===== src/irq_map_pkg.sv =====
package irq_map_pkg;

   // -----------------------------------------------------------
   // Source select codes
   // -----------------------------------------------------------
   localparam logic [5:0] SEL_PACKET_FINISHED = 6'h08;
   localparam logic [5:0] SEL_TX_DONE = 6'h10;
   localparam logic [5:0] SEL_TXQ_NOT_FULL = 6'h11;
   localparam logic [5:0] SEL_TXQ_THRESHOLD = 6'h12;
   localparam logic [5:0] SEL_TXQ_FULL = 6'h13;
   localparam logic [5:0] SEL_RADIO_READY = 6'h14;
   localparam logic [5:0] SEL_RADIO_SYNTH = 6'h15;
   localparam logic [5:0] SEL_RADIO_RECEIVE = 6'h16;
   localparam logic [5:0] SEL_RADIO_TRANSMIT = 6'h17;
   localparam logic [5:0] SEL_LOW_SUPPLY = 6'h18;
   localparam logic [5:0] SEL_CMD_FAILED = 6'h19;
   localparam logic [5:0] SEL_CMD_COMPLETED = 6'h1A;
   localparam logic [5:0] SEL_DUTY_SEND_DONE = 6'h1B;
   localparam logic [5:0] SEL_ACK_MISSING = 6'h1C;
   localparam logic [5:0] SEL_REPEAT_SEND_DONE = 6'h1D;
   localparam logic [5:0] SEL_NACK_SEEN = 6'h1E;
   localparam logic [5:0] SEL_SEQUENCE_NUMBER_MATCH = 6'h1F;
   localparam logic [5:0] SEL_CS_ACCESS_DONE = 6'h20;
   localparam logic [5:0] SEL_CHANNEL_CLEAR = 6'h21;

   // -----------------------------------------------------------
   // Flag vector bit positions (host-cleared first)
   // -----------------------------------------------------------
   localparam int NUM_LATCHED = 12;
   localparam int NUM_LIVE = 7;
   localparam int NUM_SRC = 19;
   localparam int B_PACKET_FINISHED = 0;
   localparam int B_TX_DONE = 1;
   localparam int B_LOW_SUPPLY = 2;
   localparam int B_CMD_FAILED = 3;
   localparam int B_CMD_COMPLETED = 4;
   localparam int B_DUTY_SEND_DONE = 5;
   localparam int B_ACK_MISSING = 6;
   localparam int B_REPEAT_SEND_DONE = 7;
   localparam int B_NACK_SEEN = 8;
   localparam int B_SEQUENCE_NUMBER_MATCH = 9;
   localparam int B_CS_ACCESS_DONE = 10;
   localparam int B_CHANNEL_CLEAR = 11;
   localparam int B_TXQ_NOT_FULL = 12;
   localparam int B_TXQ_THRESHOLD = 13;
   localparam int B_TXQ_FULL = 14;
   localparam int B_RADIO_READY = 15;
   localparam int B_RADIO_SYNTH = 16;
   localparam int B_RADIO_RECEIVE = 17;
   localparam int B_RADIO_TRANSMIT = 18;

   // -----------------------------------------------------------
   // Register byte offsets
   // -----------------------------------------------------------
   localparam logic [7:0] OFS_FLAGS = 8'h00;
   localparam logic [7:0] OFS_CLEAR = 8'h04;
   localparam logic [7:0] OFS_CONTROL = 8'h08;
   localparam logic [7:0] OFS_MIX_ENABLE = 8'h0C;
   localparam logic [7:0] OFS_IRQ_STATUS = 8'h10;
   localparam logic [7:0] OFS_IRQ_MASK = 8'h14;

   // -----------------------------------------------------------
   // Control register layout and reset values
   // -----------------------------------------------------------
   localparam int CTL_FIRST_SEL_LSB = 0;
   localparam int CTL_SECOND_SEL_LSB = 8;
   localparam int CTL_POLARITY_BIT = 16;
   localparam int CTL_THIRD_PIN_BIT = 17;
   localparam logic [5:0] RST_SELECT = 6'h00;
   localparam logic [NUM_SRC-1:0] RST_MIX_ENABLE = 19'h00000;
   localparam logic [2:0] RST_IRQ_MASK = 3'h0;

   // Radio and supply events, all single-clock-domain pulses or levels
   typedef struct packed {
      logic channel_clear_result;
      logic carrier_sense_access_done;
      logic sequence_number_match;
      logic negative_acknowledge_seen;
      logic repeat_send_done;
      logic acknowledge_missing;
      logic duty_cycle_send_done;
      logic command_completed;
      logic command_failed;
      logic low_supply_detected;
      logic tx_done;
      logic packet_finished;
   } radio_events_s;

   typedef struct packed {
      logic radio_in_transmit;
      logic radio_in_receive;
      logic radio_in_synth;
      logic radio_in_ready;
      logic transmit_queue_full;
      logic transmit_queue_threshold;
      logic transmit_queue_not_full;
   } radio_levels_s;

   // Packet-finished causes
   typedef struct packed {
      logic conflict_wait;
      logic node_id_restart;
      logic manchester_restart;
      logic packet_correct;
   } packet_causes_s;

endpackage : irq_map_pkg


===== src/radio_interrupt_source_mapper.sv =====
// Local design decisions: the address map and register access over Wishbone.
`timescale 1ns/100ps
`default_nettype none

// Function
// - Transmit queue not-full, above-threshold and full sources use codes 010001, 010010, 010011 and follow their live level.
// - Radio ready, synthesis, receive and transmit state sources use codes 010100 to 010111 and follow the live state.
// - Low supply detection, code 011000, latches when supply drops below threshold until the host clears it.
// - Command failure (011001) and command completion (011010) latch until the host clears them.
// - Duty-cycle send done (011011) and acknowledge missing (011100) latch until the host clears them.
// - Negative acknowledge seen (011110) and sequence match (011111) latch until the host clears them.
// - Repeat send done latches until host clear and takes the free code 011101 to avoid clashing with sequence match.
// - Carrier-sense access done (100000) and channel clear result (100001) latch until the host clears them.
// - First, second and third output pins are active high, or all active low when the polarity bit is one; irq_o is always active high.
// - First and second outputs each have an identical independent select path and each drives only its own fixed pin.
// - Third output carries only the mixed interrupt and may go only to pin 0 or pin 2.
// - Transmit done, code 010000, latches until the host clears it.
// - Packet finished, code 001000, latches on a correct packet, either auto-restart decode error, or a conflict.
module radio_interrupt_source_mapper
   import irq_map_pkg::*;
(
   input wire logic clk_i,
   input wire logic rst_i,
   input wire logic ce_i,
   input wire logic wb_cyc_i,
   input wire logic wb_stb_i,
   input wire logic wb_we_i,
   input wire logic [7:0] wb_adr_i,
   input wire logic [3:0] wb_sel_i,
   input wire logic [31:0] wb_dat_i,
   output logic [31:0] wb_dat_o,
   output logic wb_ack_o,
   output logic wb_err_o,
   input wire radio_events_s events_i,
   input wire packet_causes_s packet_causes_i,
   input wire radio_levels_s levels_i,
   output logic first_irq_output_o,
   output logic second_irq_output_o,
   output logic third_irq_pin0_o,
   output logic third_irq_pin2_o,
   output logic irq_o
);

   // -----------------------------------------------------------
   // Registers
   // -----------------------------------------------------------
   logic [NUM_LATCHED-1:0] latched_q;
   logic [NUM_LATCHED-1:0] latched_d;
   logic [5:0] first_output_source_select_q;
   logic [5:0] second_output_source_select_q;
   logic irq_output_polarity_q;
   logic third_pin_q;
   logic [NUM_SRC-1:0] mix_enable_q;
   logic [2:0] irq_status_q;
   logic [2:0] irq_status_d;
   logic [2:0] irq_mask_q;
   logic ack_q;
   logic [31:0] rdata_q;
   logic first_out_q;
   logic second_out_q;
   logic third_out_q;

   // -----------------------------------------------------------
   // Source collection
   // -----------------------------------------------------------
   wire logic [NUM_LATCHED-1:0] event_set;
   wire logic [NUM_SRC-1:0] flags;
   wire logic packet_event = |packet_causes_i;

   assign event_set = {events_i[NUM_LATCHED-1:1], events_i.packet_finished | packet_event};
   assign flags = {levels_i, latched_q};

   // -----------------------------------------------------------
   // Bus decode
   // -----------------------------------------------------------
   wire logic bus_req = wb_cyc_i & wb_stb_i & ~ack_q;
   wire logic wr_req = bus_req & wb_we_i;
   wire logic rd_req = bus_req & ~wb_we_i;
   wire logic hit_flags = (wb_adr_i == OFS_FLAGS);
   wire logic hit_clear = (wb_adr_i == OFS_CLEAR);
   wire logic hit_ctl = (wb_adr_i == OFS_CONTROL);
   wire logic hit_mix = (wb_adr_i == OFS_MIX_ENABLE);
   wire logic hit_stat = (wb_adr_i == OFS_IRQ_STATUS);
   wire logic hit_mask = (wb_adr_i == OFS_IRQ_MASK);
   wire logic wr_ctl = wr_req & hit_ctl;
   wire logic wr_mix = wr_req & hit_mix;
   wire logic wr_mask = wr_req & hit_mask;
   wire logic [31:0] wmask = {{8{wb_sel_i[3]}}, {8{wb_sel_i[2]}}, {8{wb_sel_i[1]}}, {8{wb_sel_i[0]}}};
   wire logic [31:0] wbits = wb_dat_i & wmask;
   wire logic [NUM_LATCHED-1:0] clear_bits = (wr_req & hit_clear) ?
      wbits[NUM_LATCHED-1:0] : '0;
   wire logic stat_read = rd_req & hit_stat;

   wire logic [31:0] ctl_view = {14'h0000, third_pin_q, irq_output_polarity_q,
      2'h0, second_output_source_select_q, 2'h0, first_output_source_select_q};
   wire logic [31:0] rd_mux =
      hit_flags ? {13'h0000, flags} :
      hit_ctl ? ctl_view :
      hit_mix ? {13'h0000, mix_enable_q} :
      hit_stat ? {29'h00000000, irq_status_q} :
      hit_mask ? {29'h00000000, irq_mask_q} : 32'h00000000;

   // Set wins over a clear in the same cycle so no event is lost
   assign latched_d = (latched_q & ~clear_bits) | event_set;

   // -----------------------------------------------------------
   // Source selection
   // -----------------------------------------------------------
   function automatic logic pick(input logic [5:0] sel, input logic [NUM_SRC-1:0] f);
      logic r;
      r = 1'b0;
      case (sel)
         SEL_PACKET_FINISHED: r = f[B_PACKET_FINISHED];
         SEL_TX_DONE: r = f[B_TX_DONE];
         SEL_TXQ_NOT_FULL: r = f[B_TXQ_NOT_FULL];
         SEL_TXQ_THRESHOLD: r = f[B_TXQ_THRESHOLD];
         SEL_TXQ_FULL: r = f[B_TXQ_FULL];
         SEL_RADIO_READY: r = f[B_RADIO_READY];
         SEL_RADIO_SYNTH: r = f[B_RADIO_SYNTH];
         SEL_RADIO_RECEIVE: r = f[B_RADIO_RECEIVE];
         SEL_RADIO_TRANSMIT: r = f[B_RADIO_TRANSMIT];
         SEL_LOW_SUPPLY: r = f[B_LOW_SUPPLY];
         SEL_CMD_FAILED: r = f[B_CMD_FAILED];
         SEL_CMD_COMPLETED: r = f[B_CMD_COMPLETED];
         SEL_DUTY_SEND_DONE: r = f[B_DUTY_SEND_DONE];
         SEL_ACK_MISSING: r = f[B_ACK_MISSING];
         SEL_REPEAT_SEND_DONE: r = f[B_REPEAT_SEND_DONE];
         SEL_NACK_SEEN: r = f[B_NACK_SEEN];
         SEL_SEQUENCE_NUMBER_MATCH: r = f[B_SEQUENCE_NUMBER_MATCH];
         SEL_CS_ACCESS_DONE: r = f[B_CS_ACCESS_DONE];
         SEL_CHANNEL_CLEAR: r = f[B_CHANNEL_CLEAR];
         default: r = 1'b0;
      endcase
      return r;
   endfunction : pick

   // Same selector for both outputs keeps their paths identical
   wire logic first_active = pick(first_output_source_select_q, flags);
   wire logic second_active = pick(second_output_source_select_q, flags);
   wire logic mix_active = |(flags & mix_enable_q);
   wire logic [2:0] irq_events = {mix_active & ~third_out_q,
      second_active & ~second_out_q, first_active & ~first_out_q};

   assign irq_status_d = (stat_read ? 3'h0 : irq_status_q) | irq_events;

   // -----------------------------------------------------------
   // State
   // -----------------------------------------------------------
   // Flags and interrupt status
   always_ff @(posedge clk_i) begin
      if (rst_i) begin
         latched_q <= '0;
         irq_status_q <= 3'h0;
      end else if (ce_i) begin
         latched_q <= latched_d;
         irq_status_q <= irq_status_d;
      end
   end

   // Outputs are registered so a select write never glitches a pin
   always_ff @(posedge clk_i) begin
      if (rst_i) begin
         first_out_q <= 1'b0;
         second_out_q <= 1'b0;
         third_out_q <= 1'b0;
      end else if (ce_i) begin
         first_out_q <= first_active;
         second_out_q <= second_active;
         third_out_q <= mix_active;
      end
   end

   // Read data stands only in the ack cycle
   always_ff @(posedge clk_i) begin
      if (rst_i) begin
         ack_q <= 1'b0;
         rdata_q <= 32'h00000000;
      end else if (ce_i) begin
         ack_q <= bus_req;
         rdata_q <= rd_req ? rd_mux : 32'h00000000;
      end
   end

   // Control lanes are written independently
   always_ff @(posedge clk_i) begin
      if (rst_i) begin
         first_output_source_select_q <= RST_SELECT;
         second_output_source_select_q <= RST_SELECT;
         irq_output_polarity_q <= 1'b0;
         third_pin_q <= 1'b0;
      end else if (ce_i) begin
         if (wr_ctl & wb_sel_i[0]) begin
            first_output_source_select_q <= wb_dat_i[CTL_FIRST_SEL_LSB +: 6];
         end
         if (wr_ctl & wb_sel_i[1]) begin
            second_output_source_select_q <= wb_dat_i[CTL_SECOND_SEL_LSB +: 6];
         end
         if (wr_ctl & wb_sel_i[2]) begin
            irq_output_polarity_q <= wb_dat_i[CTL_POLARITY_BIT];
            third_pin_q <= wb_dat_i[CTL_THIRD_PIN_BIT];
         end
      end
   end

   // Mixed enables and interrupt mask
   always_ff @(posedge clk_i) begin
      if (rst_i) begin
         mix_enable_q <= RST_MIX_ENABLE;
         irq_mask_q <= RST_IRQ_MASK;
      end else if (ce_i) begin
         if (wr_mix) begin
            mix_enable_q <= (mix_enable_q & ~wmask[NUM_SRC-1:0]) | wbits[NUM_SRC-1:0];
         end
         if (wr_mask & wb_sel_i[0]) begin
            irq_mask_q <= wb_dat_i[2:0];
         end
      end
   end

   // -----------------------------------------------------------
   // Outputs
   // -----------------------------------------------------------
   // Polarity is applied after the flop, so a polarity write acts at once
   assign first_irq_output_o = first_out_q ^ irq_output_polarity_q;
   assign second_irq_output_o = second_out_q ^ irq_output_polarity_q;
   // Unused third-output pin sits at its inactive level
   assign third_irq_pin0_o = (third_out_q & ~third_pin_q) ^ irq_output_polarity_q;
   assign third_irq_pin2_o = (third_out_q & third_pin_q) ^ irq_output_polarity_q;
   assign irq_o = |(irq_status_q & irq_mask_q);
   assign wb_ack_o = ack_q & wb_cyc_i & wb_stb_i;
   assign wb_err_o = 1'b0;
   // Straight from the flop; unmapped reads already load zero
   assign wb_dat_o = rdata_q;

   // -----------------------------------------------------------
   // Checks
   // -----------------------------------------------------------
   latched_hold_a: assert property (@(posedge clk_i) disable iff (rst_i)
      ce_i && $past(ce_i) && !$past(rst_i) && $past(latched_q[B_LOW_SUPPLY])
      && !$past(clear_bits[B_LOW_SUPPLY])
      |-> latched_q[B_LOW_SUPPLY]) else $error("Low supply flag dropped without clear");

   latched_set_a: assert property (@(posedge clk_i) disable iff (rst_i)
      ce_i && events_i.low_supply_detected |=> latched_q[B_LOW_SUPPLY])
      else $error("Low supply event not latched");

   cmd_flags_a: assert property (@(posedge clk_i) disable iff (rst_i)
      ce_i && (events_i.command_failed || events_i.command_completed)
      |=> (latched_q[B_CMD_FAILED] || !$past(events_i.command_failed))
      && (latched_q[B_CMD_COMPLETED] || !$past(events_i.command_completed)))
      else $error("Command flags not latched");

   packet_cause_a: assert property (@(posedge clk_i) disable iff (rst_i)
      ce_i && packet_causes_i.conflict_wait |=> latched_q[B_PACKET_FINISHED])
      else $error("Packet finished not set on conflict");

   live_follow_a: assert property (@(posedge clk_i) disable iff (rst_i)
      flags[B_TXQ_FULL] == levels_i.transmit_queue_full)
      else $error("Live queue source not following level");

   first_select_a: assert property (@(posedge clk_i) disable iff (rst_i)
      ce_i && first_output_source_select_q == SEL_RADIO_RECEIVE && $stable(first_output_source_select_q)
      && levels_i.radio_in_receive |=> first_out_q) else $error("Receive state not routed");

   resend_code_a: assert property (@(posedge clk_i) disable iff (rst_i)
      ce_i && second_output_source_select_q == SEL_REPEAT_SEND_DONE
      |-> second_active == latched_q[B_REPEAT_SEND_DONE]) else $error("Repeat send code wrong");

   polarity_a: assert property (@(posedge clk_i) disable iff (rst_i)
      !first_out_q |-> first_irq_output_o == irq_output_polarity_q)
      else $error("Idle output level wrong for polarity");

   third_pin_a: assert property (@(posedge clk_i) disable iff (rst_i)
      ce_i && $past(ce_i) && !$past(rst_i) && $past(mix_active) && !third_pin_q
      |-> third_irq_pin0_o != irq_output_polarity_q) else $error("Mixed interrupt missing on pin 0");

   mix_or_a: assert property (@(posedge clk_i) disable iff (rst_i)
      ce_i && (flags & mix_enable_q) == '0 |=> !third_out_q || !$past(ce_i))
      else $error("Mixed output high with nothing enabled");

   ack_pulse_a: assert property (@(posedge clk_i) disable iff (rst_i)
      ce_i && wb_ack_o |=> !wb_ack_o) else $error("Bus ack held past one cycle");

   txq_full_out_a: assert property (@(posedge clk_i) disable iff (rst_i)
      ce_i && first_output_source_select_q == SEL_TXQ_FULL
      |=> first_out_q == $past(levels_i.transmit_queue_full))
      else $error("Queue full level not routed");

   ready_out_a: assert property (@(posedge clk_i) disable iff (rst_i)
      ce_i && second_output_source_select_q == SEL_RADIO_READY
      |=> second_out_q == $past(levels_i.radio_in_ready))
      else $error("Ready state not routed");

   ack_missing_a: assert property (@(posedge clk_i) disable iff (rst_i)
      ce_i && events_i.acknowledge_missing |=> latched_q[B_ACK_MISSING])
      else $error("Ack missing flag not latched");

   nack_seen_a: assert property (@(posedge clk_i) disable iff (rst_i)
      ce_i && events_i.negative_acknowledge_seen |=> latched_q[B_NACK_SEEN])
      else $error("Nack flag not latched");

   channel_clear_a: assert property (@(posedge clk_i) disable iff (rst_i)
      ce_i && events_i.channel_clear_result |=> latched_q[B_CHANNEL_CLEAR])
      else $error("Channel clear flag not latched");

   tx_done_a: assert property (@(posedge clk_i) disable iff (rst_i)
      ce_i && events_i.tx_done |=> latched_q[B_TX_DONE])
      else $error("Transmit done flag not latched");

   manchester_set_a: assert property (@(posedge clk_i) disable iff (rst_i)
      ce_i && packet_causes_i.manchester_restart |=> latched_q[B_PACKET_FINISHED])
      else $error("Packet finished not set on decode restart");

   clear_drops_a: assert property (@(posedge clk_i) disable iff (rst_i)
      ce_i && clear_bits[B_CMD_FAILED] && !events_i.command_failed
      |=> !latched_q[B_CMD_FAILED]) else $error("Clear write did not drop flag");

   second_path_a: assert property (@(posedge clk_i) disable iff (rst_i)
      ce_i && second_output_source_select_q == first_output_source_select_q
      |=> second_out_q == first_out_q) else $error("Output paths differ");

   third_mix_a: assert property (@(posedge clk_i) disable iff (rst_i)
      ce_i |=> third_out_q == $past(mix_active)) else $error("Third output not from mix");

   pin2_idle_a: assert property (@(posedge clk_i) disable iff (rst_i)
      !third_pin_q |-> third_irq_pin2_o == irq_output_polarity_q)
      else $error("Unused pin 2 not idle");

   cmd_route_a: assert property (@(posedge clk_i) disable iff (rst_i)
      ce_i && first_output_source_select_q == SEL_CMD_COMPLETED
      |=> first_out_q == $past(latched_q[B_CMD_COMPLETED]))
      else $error("Completion flag not routed");

   polarity_low_a: assert property (@(posedge clk_i) disable iff (rst_i)
      irq_output_polarity_q && first_out_q |-> !first_irq_output_o)
      else $error("Active output not low under inverted polarity");

   status_set_a: assert property (@(posedge clk_i) disable iff (rst_i)
      ce_i && first_active && !first_out_q |=> irq_status_q[0])
      else $error("Status not set on first output rise");

endmodule : radio_interrupt_source_mapper

`default_nettype wire


===== config.mk =====
export PLATFORM = sky130hd
export DESIGN_NAME = radio_interrupt_source_mapper
export DESIGN_NICKNAME = d
export VERILOG_FILES = /design/src/irq_map_pkg.sv /design/src/radio_interrupt_source_mapper.sv
export SDC_FILE = /design/constraint.sdc
export NUM_CORES = 1
export LEC_CHECK = 0
export BUFFER_PORTS_ARGS = -buffer_cell sky130_fd_sc_hd__buf_2
export CORE_AREA = 2 2 110 85
export DETAILED_ROUTE_END_ITERATION = 7
export DIE_AREA = 0 0 112 87
export HOLD_SLACK_MARGIN = 0.15
export PLACE_DENSITY = 0.79
export SLEW_MARGIN = 10
export SYNTH_ARGS = -nofsm -noshare
export SYNTH_HDL_FRONTEND = slang
export SYNTH_SLANG_ARGS = --single-unit

===== constraint.sdc =====
create_clock -name clk_i -period 2 [get_ports clk_i]
set_input_delay 0.2 -clock clk_i [delete_from_list [all_inputs] [get_ports clk_i]]
set_output_delay 0.2 -clock clk_i [all_outputs]
set_load 0.005 [all_outputs]

==> flow_summary.json, run 1 <==
{
  "fin_nets": 661,
  "clock-root-buffer": "clkbuf_16",
  "diodes": 0,
  "synth.largest_area_cell": "dfxtp_1",
  "cpPeakStageDelay_ps": 580,
  "netlist.area_leader.share": 0.373,
  "seq_area_frac_synth": 0.373,
  "clk_path_buf_depth": 2,
  "critPathMaxFanout": 6,
  "area_delta_synth_final_pct": 28.5,
  "layout_commonest_cell": "buf_2",
  "slew_viol_final": 0,
  "whs_ps": 151,
  "boundaryPins": 112,
  "drt-total-wl_um": 12300,
  "reg2reg_depth": 4,
  "syn_inst": 481,
  "synth_cell_types": 60,
  "drtAntennaViolNets": 0,
  "seqCellArea_um2": 1480,
  "outcome": "completed",
  "rows": 30,
  "cp-start-kind": "input pin",
  "cp_data_arrival_time_ps": 2080,
  "finalInstanceArea_um2": 5100,
  "peakVddDrop_mv": 0.460,
  "p_leak_nw": 2.13,
  "drive_gt1_frac": 0.238,
  "remaining_drc_errors": 0,
  "multiInputGateArea_um2": 2280,
  "ys_async_sr_fraction": 0,
  "gp_congestion": 1.01,
  "finalSetupViolCount": 0,
  "cts_setup_buffers": 0,
  "r2r_slack_ps": 140,
  "dpl.cell_count": 670,
  "hold_path_class": "in2reg",
  "critical_path_class": "in2reg",
  "port_buffers": 83,
  "grt_pass1_vias": 3694,
  "whs_endpoint": "second_output_source_select_q[5]$_SDFFE_PP0P_",
  "crit_slowest_cell": "or3_1",
  "hold_depth": 3,
  "htree_levels": 3,
  "layout_setup_ws_ps": 120,
  "routedWlPerCell_um": 17.5,
  "coreArea_um2": 8780,
  "hpwl_um": 9200,
  "antenna_found_initial": 0,
  "crit_path_end_kind": "flip-flop",
  "tns_ps": 0,
  "track_usage": 0.255,
  "grt_setup_unrepaired": "no",
  "synth_area_um2": 3970,
  "fmax_mhz": 532,
  "synthTopCellsByArea": "dfxtp_1 37%, mux2i_1 10%, nand2_1 6.2%, nor2_1 5.9%, a311oi_1 3.1%",
  "fin_worst_skew_ps": 6.86,
  "clk_pin_slew_ps": 60,
  "layout_common_cells": "83 x buf_2, 74 x dfxtp_1, 66 x nand2_1",
  "synth_seq_cells": 74,
  "crit_chain": "buf_2 > or4_4 > or3_4 > or3_1 > mux2i_1 > nor2_1",
  "hp-start": "wb_dat_i[13]",
  "met2_length_um": 5220,
  "dpl-instance-area_um2": 4580,
  "synth_top_flop_cell": "dfxtp_1",
  "syn_avg_cell_area_um2": 8.26,
  "grt_overflow_total": 0,
  "dr.pass1.iters": 5,
  "viasPerCell": 5.74,
  "start_util": 0.452,
  "r2r-start": "ack_q$_SDFFE_PP0P_",
  "clock_latency_ps": 330,
  "met3WireLength_um": 1370,
  "path_buf_inv": 1,
  "grt_max_degree": 43,
  "synth_warnings": 0,
  "instances_no_fill": 705,
  "pre_cts_ws_ps": -183,
  "cts_tree": "built",
  "max_slew_margin": 0.479,
  "finalHoldViolations": 0,
  "path_delay_family": "simple AND/OR/NAND/NOR gates",
  "cap_violations": 0,
  "power_density_nw_per_um2": 690,
  "synth_edf_count": 0,
  "layout_min_cycle_time_ps": 1880,
  "cp.required_ps": 2200,
  "r2r-end": "wb_dat_o[17]$_SDFFE_PP0P_",
  "cts_sinks": 74,
  "grt_pass1_wl_um": 19300,
  "fill_cells": 806,
  "dieHeight_um": 87,
  "fin_crit_sh": 0.940,
  "fp.dieW_um": 112,
  "top_layer_used": "met4",
  "drt-met1-wl_um": 5540,
  "cts_buffers": 9,
  "dieArea_um2": 9740,
  "drt_iter0_drc": 408,
  "worst_pin_slew_ps": 781,
  "vias": 4050
}
==> metal layers <==
metal	up-vias	track usage
met4	0	0.0665
met1	1878	0.363
met5	-	0
li1	1927	-
met3	22	0.0612
met2	223	0.392
==> report_power, final <==
part,internal (W),switching [W]
clock,0.00110,0.000599
sequential,0.00150,0.0000357
combinational,0.000126,0.000164
total,0.00272,0.000799
==> worst max path at each step <==
stage                       startpoint                                            to  slack, ps  cells past startpoint
finish                     wb_adr_i[5]  first_output_source_select_q[4]$_SDFFE_PP0P_        120                      6
global route        ack_q$_SDFFE_PP0P_                      wb_dat_o[2]$_SDFFE_PP0P_         20                      5
CTS                        wb_adr_i[5]  first_output_source_select_q[4]$_SDFFE_PP0P_        120                      6
detailed placement         wb_adr_i[5]  first_output_source_select_q[4]$_SDFFE_PP0P_       -180                      6
global placement           wb_adr_i[5]  first_output_source_select_q[2]$_SDFFE_PP0P_       -130                      6
floorplan                  wb_adr_i[5]                     wb_dat_o[10]$_SDFFE_PP0P_         30                      7
==> synthesized netlist by cell type, types with 3 or more instances <==
cell type and count:
a21oi_1 20, a221oi_1 4, a22o_1 4, a22oi_1 9, a311oi_1 14, a32oi_1 3, and4b_1 5, buf_4 14
clkbuf_1 28, dfxtp_1 74, inv_1 7, mux2_2 4, mux2i_1 41, nand2_1 66, nand2b_1 6, nand3_1 6
nand3b_1 3, nor2_1 62, nor2b_1 7, nor3_1 8, nor3_4 3, nor4_1 3, nor4bb_1 4, o211ai_1 3
o21ai_0 24, o31ai_1 11, or3_1 3
==> worst min-delay path, cell delays in order <==
cell	delay [ps]
buf_2	90
mux2i_1	70
nor2_1	80
==> cell families (layout without fill, tap and decap cells) <==
family | after synthesis | in the layout | synth area share
other | 1 | 14 | 0.000944
muxes | 45 | 45 | 0.115
and+or+nand+nor | 192 | 192 | 0.241
AOI/OAI and AO/OA | 112 | 112 | 0.196
xor gates and xnor gates | 4 | 4 | 0.00882
buffers and inverters | 53 | 152 | 0.0655
DFF | 74 | 74 | 0.373
==> what timing repair did <==
action                                 4_1_cts  5_1_grt
hold buffers                                19        0
resized for setup                            0        2
endpoints found under the hold margin       27        0
setup endpoints to repair                    0        1
==> per-stage QoR <==
| step | utilization | power, W |
|---|---|---|
| global route | 0.581 | 0.00363 |
| floorplan | - | 0.00169 |
| CTS | 0.580 | 0.00353 |
| global placement | 0.522 | 0.00181 |
| finish | 0.581 | 0.00352 |
| detailed placement | 0.522 | 0.00182 |
==> layout make-up <==
class	instances	share of cell area
well taps	112	0.0275
clock buffers	13	0.0549
repair buffers	129	0.166
clock inverters	3	0.00883
flip-flops and latches	74	0.290
multi-input cells	367	0.448
inverters	7	0.00515
Note: power is estimated with default switching activity, not from simulation.
==> inputs of run 2 (changes only) <==
- BUFFER_PORTS_ARGS: -buffer_cell sky130_fd_sc_hd__buf_2 -> -buffer_cell sky130_fd_sc_hd__clkbuf_2
==> flow_summary.json, run 2 (synthesis gave the netlist of run 1 again) <==
{
  "slew_viol_final": 0,
  "port_buffers": 83,
  "peakVddDrop_mv": 0.453,
  "clk_pin_slew_ps": 60,
  "p_leak_nw": 2.10,
  "dieHeight_um": 87,
  "finalInstanceArea_um2": 5110,
  "grt_pass1_wl_um": 19800,
  "max_slew_margin": 0.423,
  "drive_gt1_frac": 0.231,
  "fin_worst_skew_ps": 7.17,
  "vias": 4070,
  "cp_data_arrival_time_ps": 2070,
  "dpl-instance-area_um2": 4560,
  "layout_common_cells": "83 x clkbuf_2, 73 x dfxtp_1, 66 x nand2_1",
  "grt_max_degree": 34,
  "finalSetupViolCount": 0,
  "r2r-end": "irq_status_q[0]$_SDFFE_PP0P_",
  "viasPerCell": 5.76,
  "drtAntennaViolNets": 0,
  "r2r-start": "first_output_source_select_q[2]$_SDFFE_PP0P_",
  "dieArea_um2": 9740,
  "fmax_mhz": 539,
  "seqCellArea_um2": 1480,
  "area_delta_synth_final_pct": 28.6,
  "dr.pass1.iters": 6,
  "clock-root-buffer": "clkbuf_16",
  "hpwl_um": 9280,
  "clock_latency_ps": 340,
  "hold_path_class": "in2reg",
  "hp-start": "events_i[1]",
  "cts_setup_buffers": 0,
  "remaining_drc_errors": 0,
  "finalHoldViolations": 0,
  "clk_path_buf_depth": 2,
  "outcome": "completed",
  "cp.required_ps": 2210,
  "layout_min_cycle_time_ps": 1860,
  "boundaryPins": 112,
  "critPathMaxFanout": 15,
  "worst_pin_slew_ps": 864,
  "routedWlPerCell_um": 17.8,
  "start_util": 0.452,
  "tns_ps": 0,
  "gp_congestion": 0.983,
  "cp-endpoint": "irq_status_q[0]$_SDFFE_PP0P_",
  "whs_ps": 153,
  "htree_levels": 3,
  "grt_setup_unrepaired": "no",
  "power_w": 0.00344,
  "cts_tree": "built",
  "r2r_slack_ps": 140,
  "drt-total-wl_um": 12600,
  "startpoint": "first_output_source_select_q[2]$_SDFFE_PP0P_",
  "grt_overflow_total": 0,
  "diodes": 0,
  "grt_pass1_vias": 3740,
  "cp-start-kind": "flip-flop",
  "cts_sinks": 74,
  "reg2reg_depth": 5,
  "antenna_found_initial": 0,
  "cap_violations": 0,
  "crit_path_end_kind": "flip-flop",
  "coreArea_um2": 8780,
  "critical_path_class": "reg2reg",
  "fp.dieW_um": 112,
  "power_density_nw_per_um2": 674,
  "cts_buffers": 9,
  "fin_crit_sh": 0.928,
  "fill_cells": 797,
  "drt_iter0_drc": 465,
  "fin_nets": 663,
  "layout_commonest_cell": "clkbuf_2",
  "track_usage": 0.262,
  "rows": 30,
  "multiInputGateArea_um2": 2290
}
## run 2: cell count changes in the layout (fill, tap and decap cells not counted), moves of 3 or more
| cell | delta |
|---|---|
| buf_2 | -83 |
| clkbuf_2 | +83 |
| dlygate4sd3_1 | +5 |
| clkbuf_8 | -3 |
| buf_4 | -3 |
## run 2: through the flow
| stage | cells | setup WS (ps) | utilization |
|---|---|---|---|
| after floorplan | 494 | 28.7 | - |
| after global placement | 667 | -121 | 0.519 |
| after detailed placement | 667 | -169 | 0.519 |
| after CTS | 706 | 78.2 | 0.580 |
| after global routing | 706 | 10.1 | 0.581 |
| final | 706 | 143 | 0.581 |
## run 2: area by class of cell
class	instances	area share
Timing Repair Buffer	131	0.171
Clock inverter	4	0.0103
Multi-Input combinational cell	367	0.448
Sequential cell	74	0.290
Clock buffer	11	0.0475
Inverter	7	0.00514
Tap cell	112	0.0274
## run 2: worst max-delay path: stages, from the launching register on
cell and delay (ps):
dfxtp_1 670, and4b_1 260, nor4_1 230, o32ai_1 170, o311ai_1 300, a21oi_1 110
## run 2: metal layers
layer | vias to the layer above | routed length [um] | GRT usage | share of wire
met5 | - | 0 | 0 | 0
met4 | 0 | 202 | 0.0776 | 0.016
met3 | 25 | 1340 | 0.0612 | 0.11
met2 | 209 | 5470 | 0.399 | 0.44
met1 | 1905 | 5550 | 0.373 | 0.44
li1 | 1931 | - | - | -
## run 2: power breakdown
group / total (W) / leakage [nW] / internal (W) / switching, W
Sequential: 0.00153 / 0.600 / 0.00150 / 0.0000364
Clock: 0.00161 / 0.134 / 0.000993 / 0.000619
Combinational: 0.000301 / 1.37 / 0.000133 / 0.000167
Total: 0.00344 / 2.10 / 0.00262 / 0.000823
## run 2: worst min-delay path by stage
stage | to | cells after the start
2_1_floorplan | latched_q[11]$_SDFFE_PP0P_ | 1
3_3_place_gp | latched_q[6]$_SDFFE_PP0P_ | 2
3_5_place_dp | latched_q[7]$_SDFFE_PP0P_ | 2
4_1_cts | latched_q[6]$_SDFFE_PP0P_ | 3
5_1_grt | latched_q[1]$_SDFFE_PP0P_ | 3
6_report | latched_q[1]$_SDFFE_PP0P_ | 3
## run 2: timing repair
action	CTS	global route
setup endpoints to repair	0	1
hold buffers	24	0
endpoints found under the hold margin	20	0
resized for setup	0	3
